==> config.mk <==
export PLATFORM = sky130hd
export DESIGN_NAME = sfb_bit_ops
export DESIGN_NICKNAME = d
export VERILOG_FILES = /design/src/sfb_bit_ops.v /design/src/sfb_regfile.v
export VERILOG_INCLUDE_DIRS = /design/src
export SDC_FILE = /design/constraint.sdc
export NUM_CORES = 1
export LEC_CHECK = 0
export BUFFER_PORTS_ARGS = -buffer_cell sky130_fd_sc_hd__buf_2
export CELL_PAD_IN_SITES_DETAIL_PLACEMENT = 2
export CELL_PAD_IN_SITES_GLOBAL_PLACEMENT = 2
export CORE_UTILIZATION = 35
export DETAILED_ROUTE_END_ITERATION = 10
export GPL_TIMING_DRIVEN = 0
export PLACE_DENSITY = 0.82
export SKIP_LAST_GASP = 1
export SLEW_MARGIN = 15
export SYNTH_ARGS = -nofsm -noshare
export SYNTH_HDL_FRONTEND = slang
export SYNTH_SLANG_ARGS = --single-unit
==> constraint.sdc <==
create_clock -name aclk -period 2.8 [get_ports aclk]
set_input_delay 0.14 -clock aclk [delete_from_list [all_inputs] [get_ports aclk]]
set_output_delay 0.14 -clock aclk [all_outputs]
set_load 0.05 [all_outputs]
==> src/sfb_defs.vh <==
`ifndef SFB_DEFS_VH
`define SFB_DEFS_VH

// ----------------------------------------------------------------
// Register byte offsets
// ----------------------------------------------------------------
`define SFB_OFF_CMD        4'h0
`define SFB_OFF_STATUS     4'h4
`define SFB_OFF_WREG_SEL   4'h8
`define SFB_OFF_WREG_DATA  4'hC
`define SFB_OFF_INFO       5'h10

// ----------------------------------------------------------------
// Command word fields
// ----------------------------------------------------------------
`define SFB_CMD_OP_LSB     0
`define SFB_CMD_OP_MSB     4
`define SFB_CMD_REG_LSB    8
`define SFB_CMD_REG_MSB    12
`define SFB_CMD_BIT_LSB    16
`define SFB_CMD_BIT_MSB    18

// ----------------------------------------------------------------
// Opcodes; bit 4 set means dedicated flag op: [3:1] flag, [0] value
// ----------------------------------------------------------------
`define SFB_OP_NOP         5'h00
`define SFB_OP_SWAP        5'h01
`define SFB_OP_SET_STATUS  5'h02
`define SFB_OP_CLR_STATUS  5'h03
`define SFB_OP_STORE_T     5'h04
`define SFB_OP_LOAD_T      5'h05
`define SFB_OP_FLAG_BIT    4
`define SFB_OP_FLAG_LSB    1
`define SFB_OP_FLAG_MSB    3
`define SFB_OP_FLAG_VAL    0

// ----------------------------------------------------------------
// Status register bit positions
// ----------------------------------------------------------------
`define SFB_FLAG_C         3'd0
`define SFB_FLAG_Z         3'd1
`define SFB_FLAG_N         3'd2
`define SFB_FLAG_V         3'd3
`define SFB_FLAG_S         3'd4
`define SFB_FLAG_H         3'd5
`define SFB_FLAG_T         3'd6
`define SFB_FLAG_I         3'd7

// ----------------------------------------------------------------
// Info register fields, reset values, responses, timing
// ----------------------------------------------------------------
`define SFB_INFO_BUSY      0
`define SFB_INFO_BAD_OP    1
`define SFB_STATUS_RST     8'h00
`define SFB_CMD_RST        32'h0000_0000
`define SFB_WREG_SEL_RST   5'h00
`define SFB_RESP_OKAY      2'h0
`define SFB_RESP_SLVERR    2'h2
`define SFB_EXEC_CYCLES    1

`endif

==> src/sfb_bit_ops.v <==
// Added by the designer: the address map and register access over AXI4-Lite.
`timescale 1ns/10ps
`include "sfb_defs.vh"

// Notes on behaviour
// RULE_01 - Nibble exchange swaps the two halves of the named working register, leaves flags alone, one cycle.
// RULE_02 - Set or clear status bit forces the operand-selected status bit to one or zero in one cycle.
// RULE_03 - Store bit to transfer copies the selected source register bit into the transfer flag in one cycle.
// RULE_04 - Load bit from transfer copies the transfer flag into the selected register bit, flags untouched.
// RULE_05 - Carry ops set or clear only the carry flag in one cycle.
// RULE_06 - Negative ops set or clear the negative flag in one cycle.
// RULE_07 - Zero ops set or clear the zero flag in one cycle.
// RULE_08 - Interrupt enable and disable set or clear the global interrupt flag in one cycle.
// RULE_09 - Sign ops set or clear the signed test flag in one cycle.
// RULE_10 - Overflow ops set or clear the overflow flag in one cycle.
// RULE_11 - Transfer ops set or clear the transfer flag in one cycle.
// RULE_12 - Half-carry ops set or clear the half-carry flag in one cycle.
// RULE_13 - Bit selectors are three-bit indices and every flag not addressed keeps its value.
module sfb_bit_ops #(
  parameter NREGS = 32,
  parameter RAW   = 5
) (
  // Clock and reset
  input  wire        aclk,
  input  wire        aresetn,
  // AXI4-Lite write address
  input  wire        s_axi_awvalid,
  output wire        s_axi_awready,
  input  wire [31:0] s_axi_awaddr,
  input  wire [2:0]  s_axi_awprot,
  // AXI4-Lite write data
  input  wire        s_axi_wvalid,
  output wire        s_axi_wready,
  input  wire [31:0] s_axi_wdata,
  input  wire [3:0]  s_axi_wstrb,
  // AXI4-Lite write response
  output reg         s_axi_bvalid,
  input  wire        s_axi_bready,
  output reg  [1:0]  s_axi_bresp,
  // AXI4-Lite read address
  input  wire        s_axi_arvalid,
  output wire        s_axi_arready,
  input  wire [31:0] s_axi_araddr,
  input  wire [2:0]  s_axi_arprot,
  // AXI4-Lite read data
  output reg         s_axi_rvalid,
  input  wire        s_axi_rready,
  output reg  [31:0] s_axi_rdata,
  output reg  [1:0]  s_axi_rresp,
  // Status flags to the core
  output reg  [7:0]  status_register
);

  // ----------------------------------------------------------------
  // Write channel capture
  // ----------------------------------------------------------------
  reg        aw_held;
  reg [4:0]  aw_addr;
  reg        w_held;
  reg [31:0] w_data;
  reg [3:0]  w_strb;
  wire       wr_go;

  assign s_axi_awready = !aw_held && !s_axi_bvalid;
  assign s_axi_wready  = !w_held && !s_axi_bvalid;
  assign wr_go         = aw_held && w_held && !s_axi_bvalid;

  always @(posedge aclk) begin
    if (!aresetn) begin
      aw_held <= 1'b0;
      aw_addr <= 5'h00;
      w_held  <= 1'b0;
      w_data  <= 32'h0000_0000;
      w_strb  <= 4'h0;
    end else begin
      if (s_axi_awvalid && s_axi_awready) begin
        aw_held <= 1'b1;
        aw_addr <= s_axi_awaddr[4:0];
      end else if (wr_go) begin
        aw_held <= 1'b0;
      end
      if (s_axi_wvalid && s_axi_wready) begin
        w_held <= 1'b1;
        w_data <= s_axi_wdata;
        w_strb <= s_axi_wstrb;
      end else if (wr_go) begin
        w_held <= 1'b0;
      end
    end
  end

  // ----------------------------------------------------------------
  // Write decode
  // ----------------------------------------------------------------
  wire hit_cmd    = (aw_addr == {1'b0, `SFB_OFF_CMD});
  wire hit_status = (aw_addr == {1'b0, `SFB_OFF_STATUS});
  wire hit_sel    = (aw_addr == {1'b0, `SFB_OFF_WREG_SEL});
  wire hit_data   = (aw_addr == {1'b0, `SFB_OFF_WREG_DATA});
  wire hit_info   = (aw_addr == `SFB_OFF_INFO);
  wire wr_mapped  = hit_cmd || hit_status || hit_sel || hit_data || hit_info;
  wire cmd_go     = wr_go && hit_cmd && (w_strb[2:0] == 3'b111);

  always @(posedge aclk) begin
    if (!aresetn) begin
      s_axi_bvalid <= 1'b0;
      s_axi_bresp  <= `SFB_RESP_OKAY;
    end else if (wr_go) begin
      s_axi_bvalid <= 1'b1;
      s_axi_bresp  <= wr_mapped ? `SFB_RESP_OKAY : `SFB_RESP_SLVERR;
    end else if (s_axi_bready) begin
      s_axi_bvalid <= 1'b0;
    end
  end

  // ----------------------------------------------------------------
  // Command and window select registers
  // ----------------------------------------------------------------
  reg [31:0]    cmd_word;
  reg [RAW-1:0] wreg_sel;
  reg           exec_pend;
  reg [4:0]     exec_op;
  reg [RAW-1:0] exec_reg;
  reg [2:0]     exec_bit;

  always @(posedge aclk) begin
    if (!aresetn) begin
      cmd_word  <= `SFB_CMD_RST;
      wreg_sel  <= `SFB_WREG_SEL_RST;
      exec_pend <= 1'b0;
      exec_op   <= `SFB_OP_NOP;
      exec_reg  <= {RAW{1'b0}};
      exec_bit  <= 3'd0;
    end else begin
      exec_pend <= cmd_go;
      if (cmd_go) begin
        cmd_word <= w_data;
        exec_op  <= w_data[`SFB_CMD_OP_MSB:`SFB_CMD_OP_LSB];
        exec_reg <= w_data[`SFB_CMD_REG_LSB+RAW-1:`SFB_CMD_REG_LSB];
        exec_bit <= w_data[`SFB_CMD_BIT_MSB:`SFB_CMD_BIT_LSB]; // RULE_13
      end
      if (wr_go && hit_sel && w_strb[0]) begin
        wreg_sel <= w_data[RAW-1:0];
      end
    end
  end

  // ----------------------------------------------------------------
  // Working register file
  // ----------------------------------------------------------------
  reg           rf_wr_en;
  reg [RAW-1:0] rf_wr_addr;
  reg [7:0]     rf_wr_data;
  wire [RAW-1:0] rf_rd_addr;
  wire [7:0]     rf_rd_data;

  assign rf_rd_addr = cmd_go ? w_data[`SFB_CMD_REG_LSB+RAW-1:`SFB_CMD_REG_LSB] : wreg_sel;

  sfb_regfile #(
    .DW    (8),
    .DEPTH (NREGS),
    .AW    (RAW)
  ) u_regfile (
    .aclk    (aclk),
    .wr_en   (rf_wr_en),
    .wr_addr (rf_wr_addr),
    .wr_data (rf_wr_data),
    .rd_addr (rf_rd_addr),
    .rd_data (rf_rd_data)
  );

  // ----------------------------------------------------------------
  // Execute stage
  // ----------------------------------------------------------------
  wire       op_flag   = exec_op[`SFB_OP_FLAG_BIT];
  wire [2:0] flag_idx  = exec_op[`SFB_OP_FLAG_MSB:`SFB_OP_FLAG_LSB];
  wire       flag_val  = exec_op[`SFB_OP_FLAG_VAL];
  wire       op_known  = op_flag || (exec_op <= `SFB_OP_LOAD_T);
  reg        st_hit;
  reg [2:0]  st_idx;
  reg        st_val;

  always @* begin
    st_hit     = 1'b0;
    st_idx     = 3'd0;
    st_val     = 1'b0;
    rf_wr_en   = 1'b0;
    rf_wr_addr = wreg_sel;
    rf_wr_data = w_data[7:0];
    if (exec_pend) begin
      rf_wr_addr = exec_reg;
      if (op_flag) begin
        st_hit = 1'b1; // RULE_05 RULE_06 RULE_07 RULE_08
        st_idx = flag_idx; // RULE_09 RULE_10 RULE_11 RULE_12
        st_val = flag_val;
      end else begin
        case (exec_op)
          `SFB_OP_SWAP: begin
            rf_wr_en   = 1'b1;
            rf_wr_data = {rf_rd_data[3:0], rf_rd_data[7:4]}; // RULE_01
          end
          `SFB_OP_SET_STATUS: begin
            st_hit = 1'b1;
            st_idx = exec_bit;
            st_val = 1'b1; // RULE_02
          end
          `SFB_OP_CLR_STATUS: begin
            st_hit = 1'b1;
            st_idx = exec_bit;
            st_val = 1'b0; // RULE_02
          end
          `SFB_OP_STORE_T: begin
            st_hit = 1'b1;
            st_idx = `SFB_FLAG_T;
            st_val = rf_rd_data[exec_bit]; // RULE_03
          end
          `SFB_OP_LOAD_T: begin
            rf_wr_en   = 1'b1;
            rf_wr_data = rf_rd_data;
            rf_wr_data[exec_bit] = status_register[`SFB_FLAG_T]; // RULE_04
          end
          default: begin
            st_hit = 1'b0;
          end
        endcase
      end
    end else if (wr_go && hit_data && w_strb[0]) begin
      rf_wr_en = 1'b1;
    end
  end

  // ----------------------------------------------------------------
  // Status register, one flop per flag
  // ----------------------------------------------------------------
  wire       sw_status = wr_go && hit_status && w_strb[0];
  wire [7:0] next_status;

  genvar gi;
  generate
    for (gi = 0; gi < 8; gi = gi + 1) begin : g_flag
      assign next_status[gi] = (st_hit && (st_idx == gi)) ? st_val :
                               sw_status ? w_data[gi] : status_register[gi]; // RULE_13
    end
  endgenerate

  always @(posedge aclk) begin
    if (!aresetn) begin
      status_register <= `SFB_STATUS_RST;
    end else begin
      status_register <= next_status;
    end
  end

  // ----------------------------------------------------------------
  // Unknown opcode flag, set wins over clear
  // ----------------------------------------------------------------
  reg  bad_op;
  wire bad_op_set = exec_pend && !op_known;
  wire bad_op_clr = wr_go && hit_info && w_strb[0] && w_data[`SFB_INFO_BAD_OP];

  always @(posedge aclk) begin
    if (!aresetn) begin
      bad_op <= 1'b0;
    end else if (bad_op_set) begin
      bad_op <= 1'b1;
    end else if (bad_op_clr) begin
      bad_op <= 1'b0;
    end
  end

  // ----------------------------------------------------------------
  // Read channel
  // ----------------------------------------------------------------
  reg        ar_wait;
  reg [4:0]  ar_addr;
  reg [31:0] rd_mux;
  reg        rd_ok;

  assign s_axi_arready = !s_axi_rvalid && !ar_wait && !exec_pend && !cmd_go;

  always @* begin
    rd_mux = 32'h0000_0000;
    rd_ok  = 1'b1;
    case (ar_addr)
      {1'b0, `SFB_OFF_CMD}:       rd_mux = cmd_word;
      {1'b0, `SFB_OFF_STATUS}:    rd_mux = {24'h00_0000, status_register};
      {1'b0, `SFB_OFF_WREG_SEL}:  rd_mux[RAW-1:0] = wreg_sel;
      {1'b0, `SFB_OFF_WREG_DATA}: rd_mux = {24'h00_0000, rf_rd_data};
      `SFB_OFF_INFO: begin
        rd_mux[`SFB_INFO_BUSY]   = exec_pend;
        rd_mux[`SFB_INFO_BAD_OP] = bad_op;
      end
      default:                    rd_ok  = 1'b0;
    endcase
  end

  always @(posedge aclk) begin
    if (!aresetn) begin
      ar_wait      <= 1'b0;
      ar_addr      <= 5'h00;
      s_axi_rvalid <= 1'b0;
      s_axi_rdata  <= 32'h0000_0000;
      s_axi_rresp  <= `SFB_RESP_OKAY;
    end else begin
      if (s_axi_arvalid && s_axi_arready) begin
        ar_wait <= 1'b1;
        ar_addr <= s_axi_araddr[4:0];
      end else if (ar_wait) begin
        ar_wait      <= 1'b0;
        s_axi_rvalid <= 1'b1;
        s_axi_rdata  <= rd_mux;
        s_axi_rresp  <= rd_ok ? `SFB_RESP_OKAY : `SFB_RESP_SLVERR;
      end else if (s_axi_rvalid && s_axi_rready) begin
        s_axi_rvalid <= 1'b0;
      end
    end
  end

endmodule // sfb_bit_ops

==> src/sfb_regfile.v <==
`timescale 1ns/10ps

// ----------------------------------------------------------------
// Working register file, registered read port
// ----------------------------------------------------------------
module sfb_regfile #(
  parameter DW    = 8,
  parameter DEPTH = 32,
  parameter AW    = 5
) (
  // Clock
  input  wire          aclk,
  // Write port
  input  wire          wr_en,
  input  wire [AW-1:0] wr_addr,
  input  wire [DW-1:0] wr_data,
  // Read port
  input  wire [AW-1:0] rd_addr,
  output reg  [DW-1:0] rd_data
);

  reg [DW-1:0] mem [0:DEPTH-1];

  always @(posedge aclk) begin
    if (wr_en) begin
      mem[wr_addr] <= wr_data;
    end
    rd_data <= mem[rd_addr];
  end

endmodule // sfb_regfile

After elaboration in Yosys (flattened, before gate mapping)
Memory sizes are Yosys's and may differ from the RTL's. A register that Yosys moved wholly into a read port is not among the register bits.
Cells that the tools add are included.
{"block": "classes", "n_mux": 57, "reduce_logical": 67, "n_eq_ne": 21, "n_bitwise": 1, "order_cmp": 3}
{"op": "27-bit one-hot mux with 3 select lines", "count": 1}
{"op": "1-bit two-way mux", "count": 40}
{"op": "1-bit logical AND", "count": 32}
{"op": "2-bit nonzero test", "count": 13}
{"op": "5-bit by 3-bit equality test with 1-bit output (second input constant)", "count": 4}
{"op": "5-bit by 4-bit equality test with 1-bit output (second input constant)", "count": 4}
{"op": "8-bit two-way mux", "count": 2}
{"op": "8-bit one-hot mux with 2 select lines", "count": 1}
{"op": "3-bit equality test (second input constant)", "count": 5}
{"op": "3-bit one-hot mux with 4 select lines", "count": 1}
{"op": "5-bit by 2-bit equality test with 1-bit output (second input constant)", "count": 2}
{"op": "5-bit equality test (second input constant)", "count": 2}
{"op": "5-bit logical NOT", "count": 2}
{"op": "5-bit two-way mux", "count": 2}
{"op": "2-bit one-hot mux with 5 select lines", "count": 1}
{"op": "8-bit bitwise mux", "count": 1}
{"op": "1-bit logical NOT", "count": 8}
{"op": "3-bit by 2-bit equality test with 1-bit output (second input constant)", "count": 2}
{"op": "3-bit two-way mux", "count": 2}
{"op": "3-bit one-hot mux with 2 select lines", "count": 1}
{"op": "5-bit by 1-bit equality test with 1-bit output (second input constant)", "count": 1}
{"op": "5-bit by 3-bit <= comparator with 1-bit output (second input constant)", "count": 1}
{"op": "1-bit logical OR", "count": 5}
{"op": "5-bit OR reduction", "count": 1}
{"op": "12 further kinds", "count": 15}
{"block": "totals", "inputBits": 113, "reg_bits": 146, "mem_count": 1, "output_inout_bits": 49, "ram_bits": 256}
{"memory": "u_regfile.mem", "words": 32, "word_bits": 8, "read_ports": 1, "rd_clocked_by_memory_dff": 1, "write_ports": 1, "line": "sfb_regfile.v:22", "source": "reg [DW-1:0] mem [0:DEPTH-1];"}

Longest topological paths before layout
Gate-level depths: netlist of the first run.
{"block": "logic_depth", "ltp_word": 9, "ltp_mapped": 10}

Hierarchy
From an unflattened synthesis of the first run, not the netlist that was laid out.
{"block": "hier_totals", "hier_cells": 1116, "area_unflattened_um2": 15843.9}
{"module": "sfb_regfile", "cells_per_inst": 417, "area_each_um2": 10053.4, "seq_area_each_um2": 7847.5, "n_inst": 1}
{"module": "sfb_bit_ops", "cells_per_inst": 699, "area_each_um2": 5790.6, "seq_area_each_um2": 2622.5, "n_inst": 1}

Least setup slack after synthesis of the first run
Ideal clock, no wire load.
{"block": "synth_timing", "path_type": "reg-to-reg", "from": "register s_axi_bvalid", "to": "register ar_addr[0]", "required_time_ps": 2668, "stages_incl_launch_ff": 7, "arrival_ps": 3733, "setup_slack_ps": -1066, "path_cell_list": "dfxtp_1 -> nand3b_1 -> nor3_1 -> nor4_1 -> nand2_1 -> nand2_1 -> a21oi_1"}
{"block": "synth_via", "elab_chain_cells": 7}
{"element": "start: declaration", "line": "sfb_bit_ops.v:37", "source": "output reg s_axi_bvalid,"}
{"element": "start signal: assignment", "line": "sfb_bit_ops.v:105", "source": "s_axi_bvalid <= 1'b0;"}
{"element": "start signal: assignment", "line": "sfb_bit_ops.v:108", "source": "s_axi_bvalid <= 1'b1;"}
{"element": "start signal: assignment", "line": "sfb_bit_ops.v:111", "source": "s_axi_bvalid <= 1'b0;"}
{"element": "1-bit logical NOT", "line": "sfb_bit_ops.v:66", "source": "assign wr_go = aw_held && w_held && !s_axi_bvalid;"}
{"element": "1-bit logical AND", "line": "sfb_bit_ops.v:66"}
{"element": "1-bit logical AND (2 in series)", "line": "sfb_bit_ops.v:101", "source": "wire cmd_go = wr_go && hit_cmd && (w_strb[2:0] == 3'b111);"}
{"element": "1-bit logical NOT", "line": "sfb_bit_ops.v:278", "source": "assign s_axi_arready = !s_axi_rvalid && !ar_wait && !exec_pend && !cmd_go;"}
{"element": "1-bit logical AND", "line": "sfb_bit_ops.v:278"}
{"element": "net s_axi_arready", "line": "sfb_bit_ops.v:42", "source": "output wire s_axi_arready,"}
{"element": "1-bit logical AND", "line": "sfb_bit_ops.v:304", "source": "if (s_axi_arvalid && s_axi_arready) begin"}
{"element": "end signal: assignment", "line": "sfb_bit_ops.v:306", "source": "ar_addr <= s_axi_araddr[4:0];"}
{"element": "end: declaration", "line": "sfb_bit_ops.v:274", "source": "reg [4:0] ar_addr;"}
The timed path passes the listed nets, and every way through them passes these cells.
A chain may end at the register's enable or synchronous reset.

Worst setup path after layout of the first run
{"block": "layout_timing", "from": "register aw_addr[4]", "to": "register u_regfile.rd_data[6] (read register of u_regfile.mem)"}
{"block": "layout_via", "elab_chain_cells": 4}
{"element": "start: declaration", "line": "sfb_bit_ops.v:58", "source": "reg [4:0] aw_addr;"}
{"element": "start signal: assignment", "line": "sfb_bit_ops.v:78", "source": "aw_addr <= s_axi_awaddr[4:0];"}
{"element": "5-bit logical NOT", "line": "sfb_bit_ops.v:95", "source": "wire hit_cmd = (aw_addr == {1'b0, `SFB_OFF_CMD});"}
{"element": "1-bit logical AND (2 in series)", "line": "sfb_bit_ops.v:101"}
{"element": "5-bit two-way mux", "line": "sfb_bit_ops.v:156", "source": "assign rf_rd_addr = cmd_go ? w_data[`SFB_CMD_REG_LSB+RAW-1:`SFB_CMD_REG_LSB] : wreg_sel;"}
{"element": "end: declaration", "line": "sfb_regfile.v:19", "source": "output reg [DW-1:0] rd_data"}
No other way between the ends.

==> run metrics, run 1 <==
status finished with violations; failing checks negative setup slack; initial antenna violation count 3; DP Area 0.0175 mm2; via count 14.5k; Routed WL 79.1 mm; Critical Path AT 3.59 ns; H-tree levels 2; sequential fraction of the synthesis area 64.8%; Highest Clock Rate 0.318 GHz; gr busiest metal met2; slowest stage cell, crit path or4b_4; final hold vios 0; vias in the first global route 15.5k; Internal Power 9.97 mW; Sequential Power Share 48.1%; worst slack at placement -0.924 ns; worst-path fanout max 10; Post-Synth Simple-Gate Area 16.5%; synth warn 0; CP Cell Sequence or4b_4, o31ai_4, buf_4, nand2_2, clkbuf_4, a211oi_1, a31oi_1, o22ai_1, nor4_2; critical path depth in cells 9; worst r2r src aw_addr[4]; Max Cap Violations 0; Max Buffers Root-to-Sink 3; multiplexer share of the synthesized area 3.61%; drt pass-1 iters 5; Initial Utilization 35.5%; initial drt markers 1,299; fin util 47.5%; M3 GR Usage 4.84%; ys flop type edfxtp_1; met1 Use GR 36.4%; Finished Layout Cells 2,377; cell leakage power 7.49 nW; maximum VDD drop 0.521 mV; cell count of the worst reg-to-reg path 9; Combinational Power Share 4.9%; FFs w/ async S/R, synth 0%; Num CTS Buffers 44; number of vias per cell 6.12; XOR/XNOR Fraction of Synth Area 0%; Compound-Gate Fraction of Synth Area 12.2%; CP delay by family, top compound AO/OA/AOI/OAI gates; GR Util All Layers 30.9%; final setup violating endpoints 171; post-DP HPWL 40.7 mm; Setup crit end u_regfile.rd_data[6]; routability-driven placement congestion ratio 0.861; Reg-to-Reg End u_regfile.rd_data[6]; Ports 162; Root Buffer clkbuf_16; port bufs 98; CTS tree done; final slew viol count 0; fin area 0.0216 mm2; Die Ht 217 um; final worst slack -0.349 ns; largest family of logic cells by synthesized area simple AND/OR/NAND/NOR gates; Worst Path Required 3.25 ns; Adder-Cell Fraction of Synth Area 0%; Rel. slew slack 39.6%; area grow syn2layout 33.5%; CP peak stage delay 0.64 ns; share of cells above drive strength 1 26.4%; Tightest Pin Transition 0.898 ns; Syn Inst Count 1,482; power per cell area 612 mW/mm2; Worst-Skew Late Latency 0.59 ns; # nets final 1,854; Cells after DPL 2,182; Mean Syn Cell Area 10.9 um2; hold_ws 0.0138 ns; Crit Path Class reg -> reg; clock slew at reported path FFs 0.07 ns; sw frac 24.4%; drt wl/cell 33.3 um; RSZ-0062 raised after global routing yes; clock skew 0.0340 ns; ANT nets after route 0; met2 global-route usage 53.9%; Core Region 0.0455 mm2; EDFF count, synth 256; die area 0.0470 mm2; Setup crit start aw_addr[4]; flops & latches, synth 395; Std-Cell Rows 78; chip width 217 um; first-pass GRT wire length 106 mm; Filler cells 4,542; P_sw 3.23 mW; crit end category register; Post-route DRC 0; fin crit share 112%; hold crit path type in -> reg; clock power share 47.1%; clock sink count 395; gr ovfl total 0; Synth Cell Area 0.0162 mm2; reg2reg setup slack -0.35 ns; Crit path buffers/inverters 2; Yosys cell types 60; Startpoint Class register; largest net degree at the start of global routing 33; Final min period 3.15 ns
## timing repair
action,CTS,global route
pin swaps,46,34
endpoints found under the setup margin,496,497
resized for setup,196,101
cloned,0,1
setup buffers,46,24
hold buffers,53,0
endpoints found under the hold margin,51,0
## Yosys cell counts (all sizes together) (2+ instances only)
cell	number	area [um2]
a32o	2	20.0
buf	31	170
edfxtp	256	7690
o22ai	15	93.8
nor3	7	35.0
and3	9	56.3
dfxtp	139	2780
and3b	2	17.5
a41oi	3	26.3
nor4	14	138
a21oi	149	746
mux2i	40	425
and2	10	62.6
a22oi	18	135
inv	8	30.0
a222oi	2	20.0
a211oi	9	67.6
o41ai	2	36.3
nand3	66	330
mux2	12	135
nor2	67	251
o31ai	4	62.6
or2	3	18.8
nand3b	7	52.6
nand4	3	18.8
a32oi	43	377
nand2	402	1510
a31oi	18	113
nor4bb	3	30.0
nor2b	4	25.0
a22o	7	61.3
o21ai	34	170
nand2b	8	50.1
clkbuf	68	255
nor3b	3	22.5
## kinds of logic after synthesis
| kind of cell | Yosys count |
|---|---|
| compound gates | 312 |
| buf+inv | 107 |
| mux | 53 |
| other cells | 1 |
| simple gates | 614 |
| flops | 395 |
## stage by stage
| step | setup TNS, ns | total power, mW |
|---|---|---|
| final | -10.00 | 13.2 |
| after global routing | -15.60 | 13.4 |
| after global placement | -274.02 | 6.93 |
| after detailed placement | -185.44 | 6.96 |
| after CTS | -28.47 | 12.9 |
| after floorplan | 0 | 6.72 |
## worst min-delay path, cell delays in order
cell and delay, ns:
buf_2 0.14, nand2_1 0.19, nor2_1 0.06
## registers in the layout, indices dropped and copies added, names as in the netlist, 3 cells and up
name and flops:
ar_addr 5, wreg_sel 5, w_data 32, status_register 8, u_regfile.mem 256, s_axi_rdata 32, u_regfile.rd_data 8, w_strb 3
cmd_word 32, aw_addr 5
## worst min path at each step
| stage | startpoint | to | slack [ns] | cells after the start |
|---|---|---|---|---|
| 2_1_floorplan | s_axi_wdata[10] | w_data[10] | 0.28 | 2 |
| 3_3_place_gp | s_axi_wdata[25] | w_data[25] | 0.40 | 3 |
| 3_5_place_dp | s_axi_wdata[18] | w_data[18] | 0.40 | 3 |
| 4_1_cts | s_axi_arvalid | ar_wait | 0.002 | 3 |
| 5_1_grt | s_axi_arvalid | ar_wait | 0.03 | 3 |
| 6_report | s_axi_arvalid | ar_wait | 0.01 | 3 |
## power by group through the flow
stage	registers, mW	clock network (mW)	logic [mW]
detailed placement	6.45	0	0.506
finish	6.35	6.21	0.641
global placement	6.45	0	0.475
floorplan	6.45	0	0.262
CTS	6.33	6.02	0.584
global route	6.35	6.43	0.665
## cell usage in the layout (no fill, tap or decap), types with 8 or more instances in the layout
cell type and instances:
nand2_1 389, edfxtp_1 256, a21oi_1 141, dfxtp_1 132, buf_2 105, nand3_1 64, dlygate4sd3_1 53, clkbuf_1 49
clkbuf_16 48, buf_4 43, mux2i_1 35, nor2_1 34, nor2_4 33, o21ai_0 32, buf_12 31, a32oi_2 24
a32oi_1 12, mux2_2 12, clkbuf_2 11, a22oi_2 11, a31oi_1 11, clkbuf_8 11, clkinv_2 11, buf_6 10
o22ai_2 10, and3_1 9, a21oi_2 8
## layer usage
| layer | vias to the layer above | share of wire (%) |
|---|---|---|
| li1 | 5901 | - |
| met1 | 7559 | 38 |
| met2 | 782 | 50 |
| met3 | 295 | 6.0 |
| met4 | 0 | 6.3 |
| met5 | - | 0 |
## final cells by class
cell class,count,area (um2),share of cell area (%)
Sequential cell,395,10500,48.6
Multi-Input combinational cell,981,6330,29.3
Timing Repair Buffer,221,1940,8.97
Clock buffer,64,1340,6.21
Tap cell,600,751,3.48
Buffer,90,559,2.59
Clock inverter,17,155,0.719
Inverter,8,30.0,0.139
Antenna cell,1,2.50,0.0116
Power figures use the tool's default switching activity.
==> run 2, diff against run 1 <==
--- a/config.mk
+++ b/config.mk
@@ -18,3 +18,4 @@
 export SYNTH_ARGS = -nofsm -noshare
 export SYNTH_HDL_FRONTEND = slang
 export SYNTH_SLANG_ARGS = --single-unit
+export TNS_END_PERCENT = 20
==> run 2 against run 1 <==
Compared with the run above:
- the flow still finishes with violations (negative setup slack)
- power increased by 0.14%
- sequential share of layout area up 1.1 points
- register-to-register slack worse by 0.07 ns
==> run metrics, run 2 (same netlist as run 1, synthesis figures left out) <==
clock skew 0.0485 ns (+0.0145 ns); cell leakage power 7.35 nW (-1.9%); first-pass GRT wire length 104 mm (-2.4%); fin util 46.4% (-1.0 points); vias in the first global route 15.3k (-1.2%); Initial Utilization 35.5% (unchanged); hold crit path type in -> reg; H-tree levels 2 (unchanged); clock slew at reported path FFs 0.07 ns (about the same); worst-path fanout max 10 (unchanged); ANT nets after route 0 (unchanged); diode count 0 (-1); share of cells above drive strength 1 23.5% (-2.9 points); Core Region 0.0455 mm2 (unchanged); port bufs 98 (unchanged); most frequent cells in the layout 392 x nand2_1, 256 x edfxtp_1, 148 x a21oi_1; final slew viol count 0 (unchanged); initial antenna violation count 0 (-3); cell count of the worst reg-to-reg path 8 (-1); status finished with violations; area grow syn2layout 30.7%; Routed WL 76.5 mm (-3.2%); final worst slack -0.415 ns (-0.0667 ns); Num CTS Buffers 44 (unchanged); drt pass-1 iters 6 (+1); largest net degree at the start of global routing 33 (unchanged); post-DP HPWL 40.7 mm (unchanged); Rel. slew slack 37.7% (-1.8 points); Tightest Pin Transition 0.934 ns (+0.0359 ns); clock sink count 395 (unchanged); Final min period 3.22 ns (+0.0667 ns); Worst Hold End ar_wait; reg2reg setup slack -0.42 ns (-0.07 ns); Std-Cell Rows 78 (unchanged); hold path start s_axi_arvalid; Crit Path Class reg -> reg; CTS tree done; DP Area 0.0175 mm2 (unchanged); failing checks negative setup slack; Max Cap Violations 0 (unchanged); number of vias per cell 6.09 (-0.45%); Worst Path Required 3.23 ns (-0.02 ns); die area 0.0470 mm2 (unchanged); Die Ht 217 um (unchanged); routability-driven placement congestion ratio 0.861 (unchanged); hold path cells 3 (unchanged); Reg-to-Reg End u_regfile.rd_data[1]; GR Util All Layers 30.0% (-0.92 points); power per cell area 626 mW/mm2 (+2.4%); final setup violating endpoints 330 (+93%); Ports 162 (unchanged); maximum VDD drop 0.532 mV (+2.0%); drt wl/cell 32.4 um (-2.7%); final total power 13.2 mW (+0.14%); Highest Clock Rate 0.311 GHz (-2.1%); Biggest register u_regfile.mem; Post-route DRC 0 (unchanged); initial drt markers 1,276 (-1.8%); Root Buffer clkbuf_16; max reg flops 256 (unchanged); RSZ-0062 raised after global routing yes; Critical Path AT 3.64 ns (+0.05 ns); via count 14.4k (-1.0%); Worst-Skew Late Latency 0.60 ns (about the same); Max Buffers Root-to-Sink 3 (unchanged); worst r2r src aw_addr[4]; chip width 217 um (unchanged); Startpoint Class register; gr ovfl total 0 (unchanged); final hold vios 0 (unchanged); fin crit share 115% (+2.4 points); # nets final 1,841 (-0.70%); fin area 0.0211 mm2 (-2.2%); commonest non-fill, non-tap cell in the layout nand2_1; crit end category register
[run 2: cell count changes in the layout (fill, tap and decap cells not counted), sizes merged]
| cell | before | now |
|---|---|---|
| buf | 197 | 183 |
| clkbuf | 125 | 126 |
| diode | 1 | 0 |
[run 2: what timing repair did]
item / CTS / global route
setup buffers: 42 / 12
hold buffers: 53 / 0
setup endpoints to repair: 496 / 496
pin swaps: 34 / 23
resized for setup: 173 / 58
endpoints found under the hold margin: 51 / 0
[run 2: worst max path at each step]
stage               start                   end  slack, ns  cells past startpoint
3_5_place_dp   aw_addr[4]  u_regfile.rd_data[5]      -0.92                      8
3_3_place_gp    exec_pend  u_regfile.mem[24][5]      -1.78                      6
2_1_floorplan   exec_pend   u_regfile.mem[0][5]       0.25                      6
4_1_cts        aw_addr[1]   u_regfile.mem[2][4]      -0.22                      7
6_report       aw_addr[4]  u_regfile.rd_data[1]      -0.42                      8
5_1_grt        aw_addr[4]  u_regfile.rd_data[5]      -0.37                      8
[run 2: layout make-up]
cell class / instances / area, um2
sequential: 395 / 10500
clock inverter: 17 / 155
clock buffer: 64 / 1340
timing repair buffer: 206 / 1770
buffer: 92 / 531
tap: 600 / 751
multi-input combinational: 981 / 6060
inverter: 8 / 30.0
fill: 4547 / 24400
[run 2: report_power, final]
part	internal [mW]	total (mW)	switching (mW)	leakage, nW
clock network	3.52	6.24	2.72	0.742
logic	0.182	0.632	0.450	3.11
registers	6.26	6.35	0.0811	3.49
[run 2: through the flow]
stage	worst slack, ns	hold slack [ns]	instances	setup TNS (ns)
after floorplan	0.250	0.276	1483	0
after global placement	-1.78	0.397	2181	-274.02
after detailed placement	-0.924	0.399	2182	-185.44
after CTS	-0.222	0.00239	2353	-29.25
after global routing	-0.372	0.0395	2363	-30.06
final	-0.415	0.0199	2363	-21.04
[run 2: per-layer routing]
metal	GRT usage, %	wire (um)	part of all wire, %	vias up
met5	0	0	0	-
met4	15.2	4270	5.6	0
met3	5.05	4300	5.6	270
met2	52.4	38400	50	708
met1	35.5	29600	39	7543
li1	-	-	-	5865
[run 2: worst max-delay path, cell delays in order, from the launching register on]
cell      delay (ns)
dfxtp_4         0.36
or4b_4          0.64
o31ai_4         0.41
nand2_2         0.19
clkbuf_2        0.36
a211oi_1        0.49
a31oi_1         0.18
a32oi_2         0.32
nor4_4          0.08
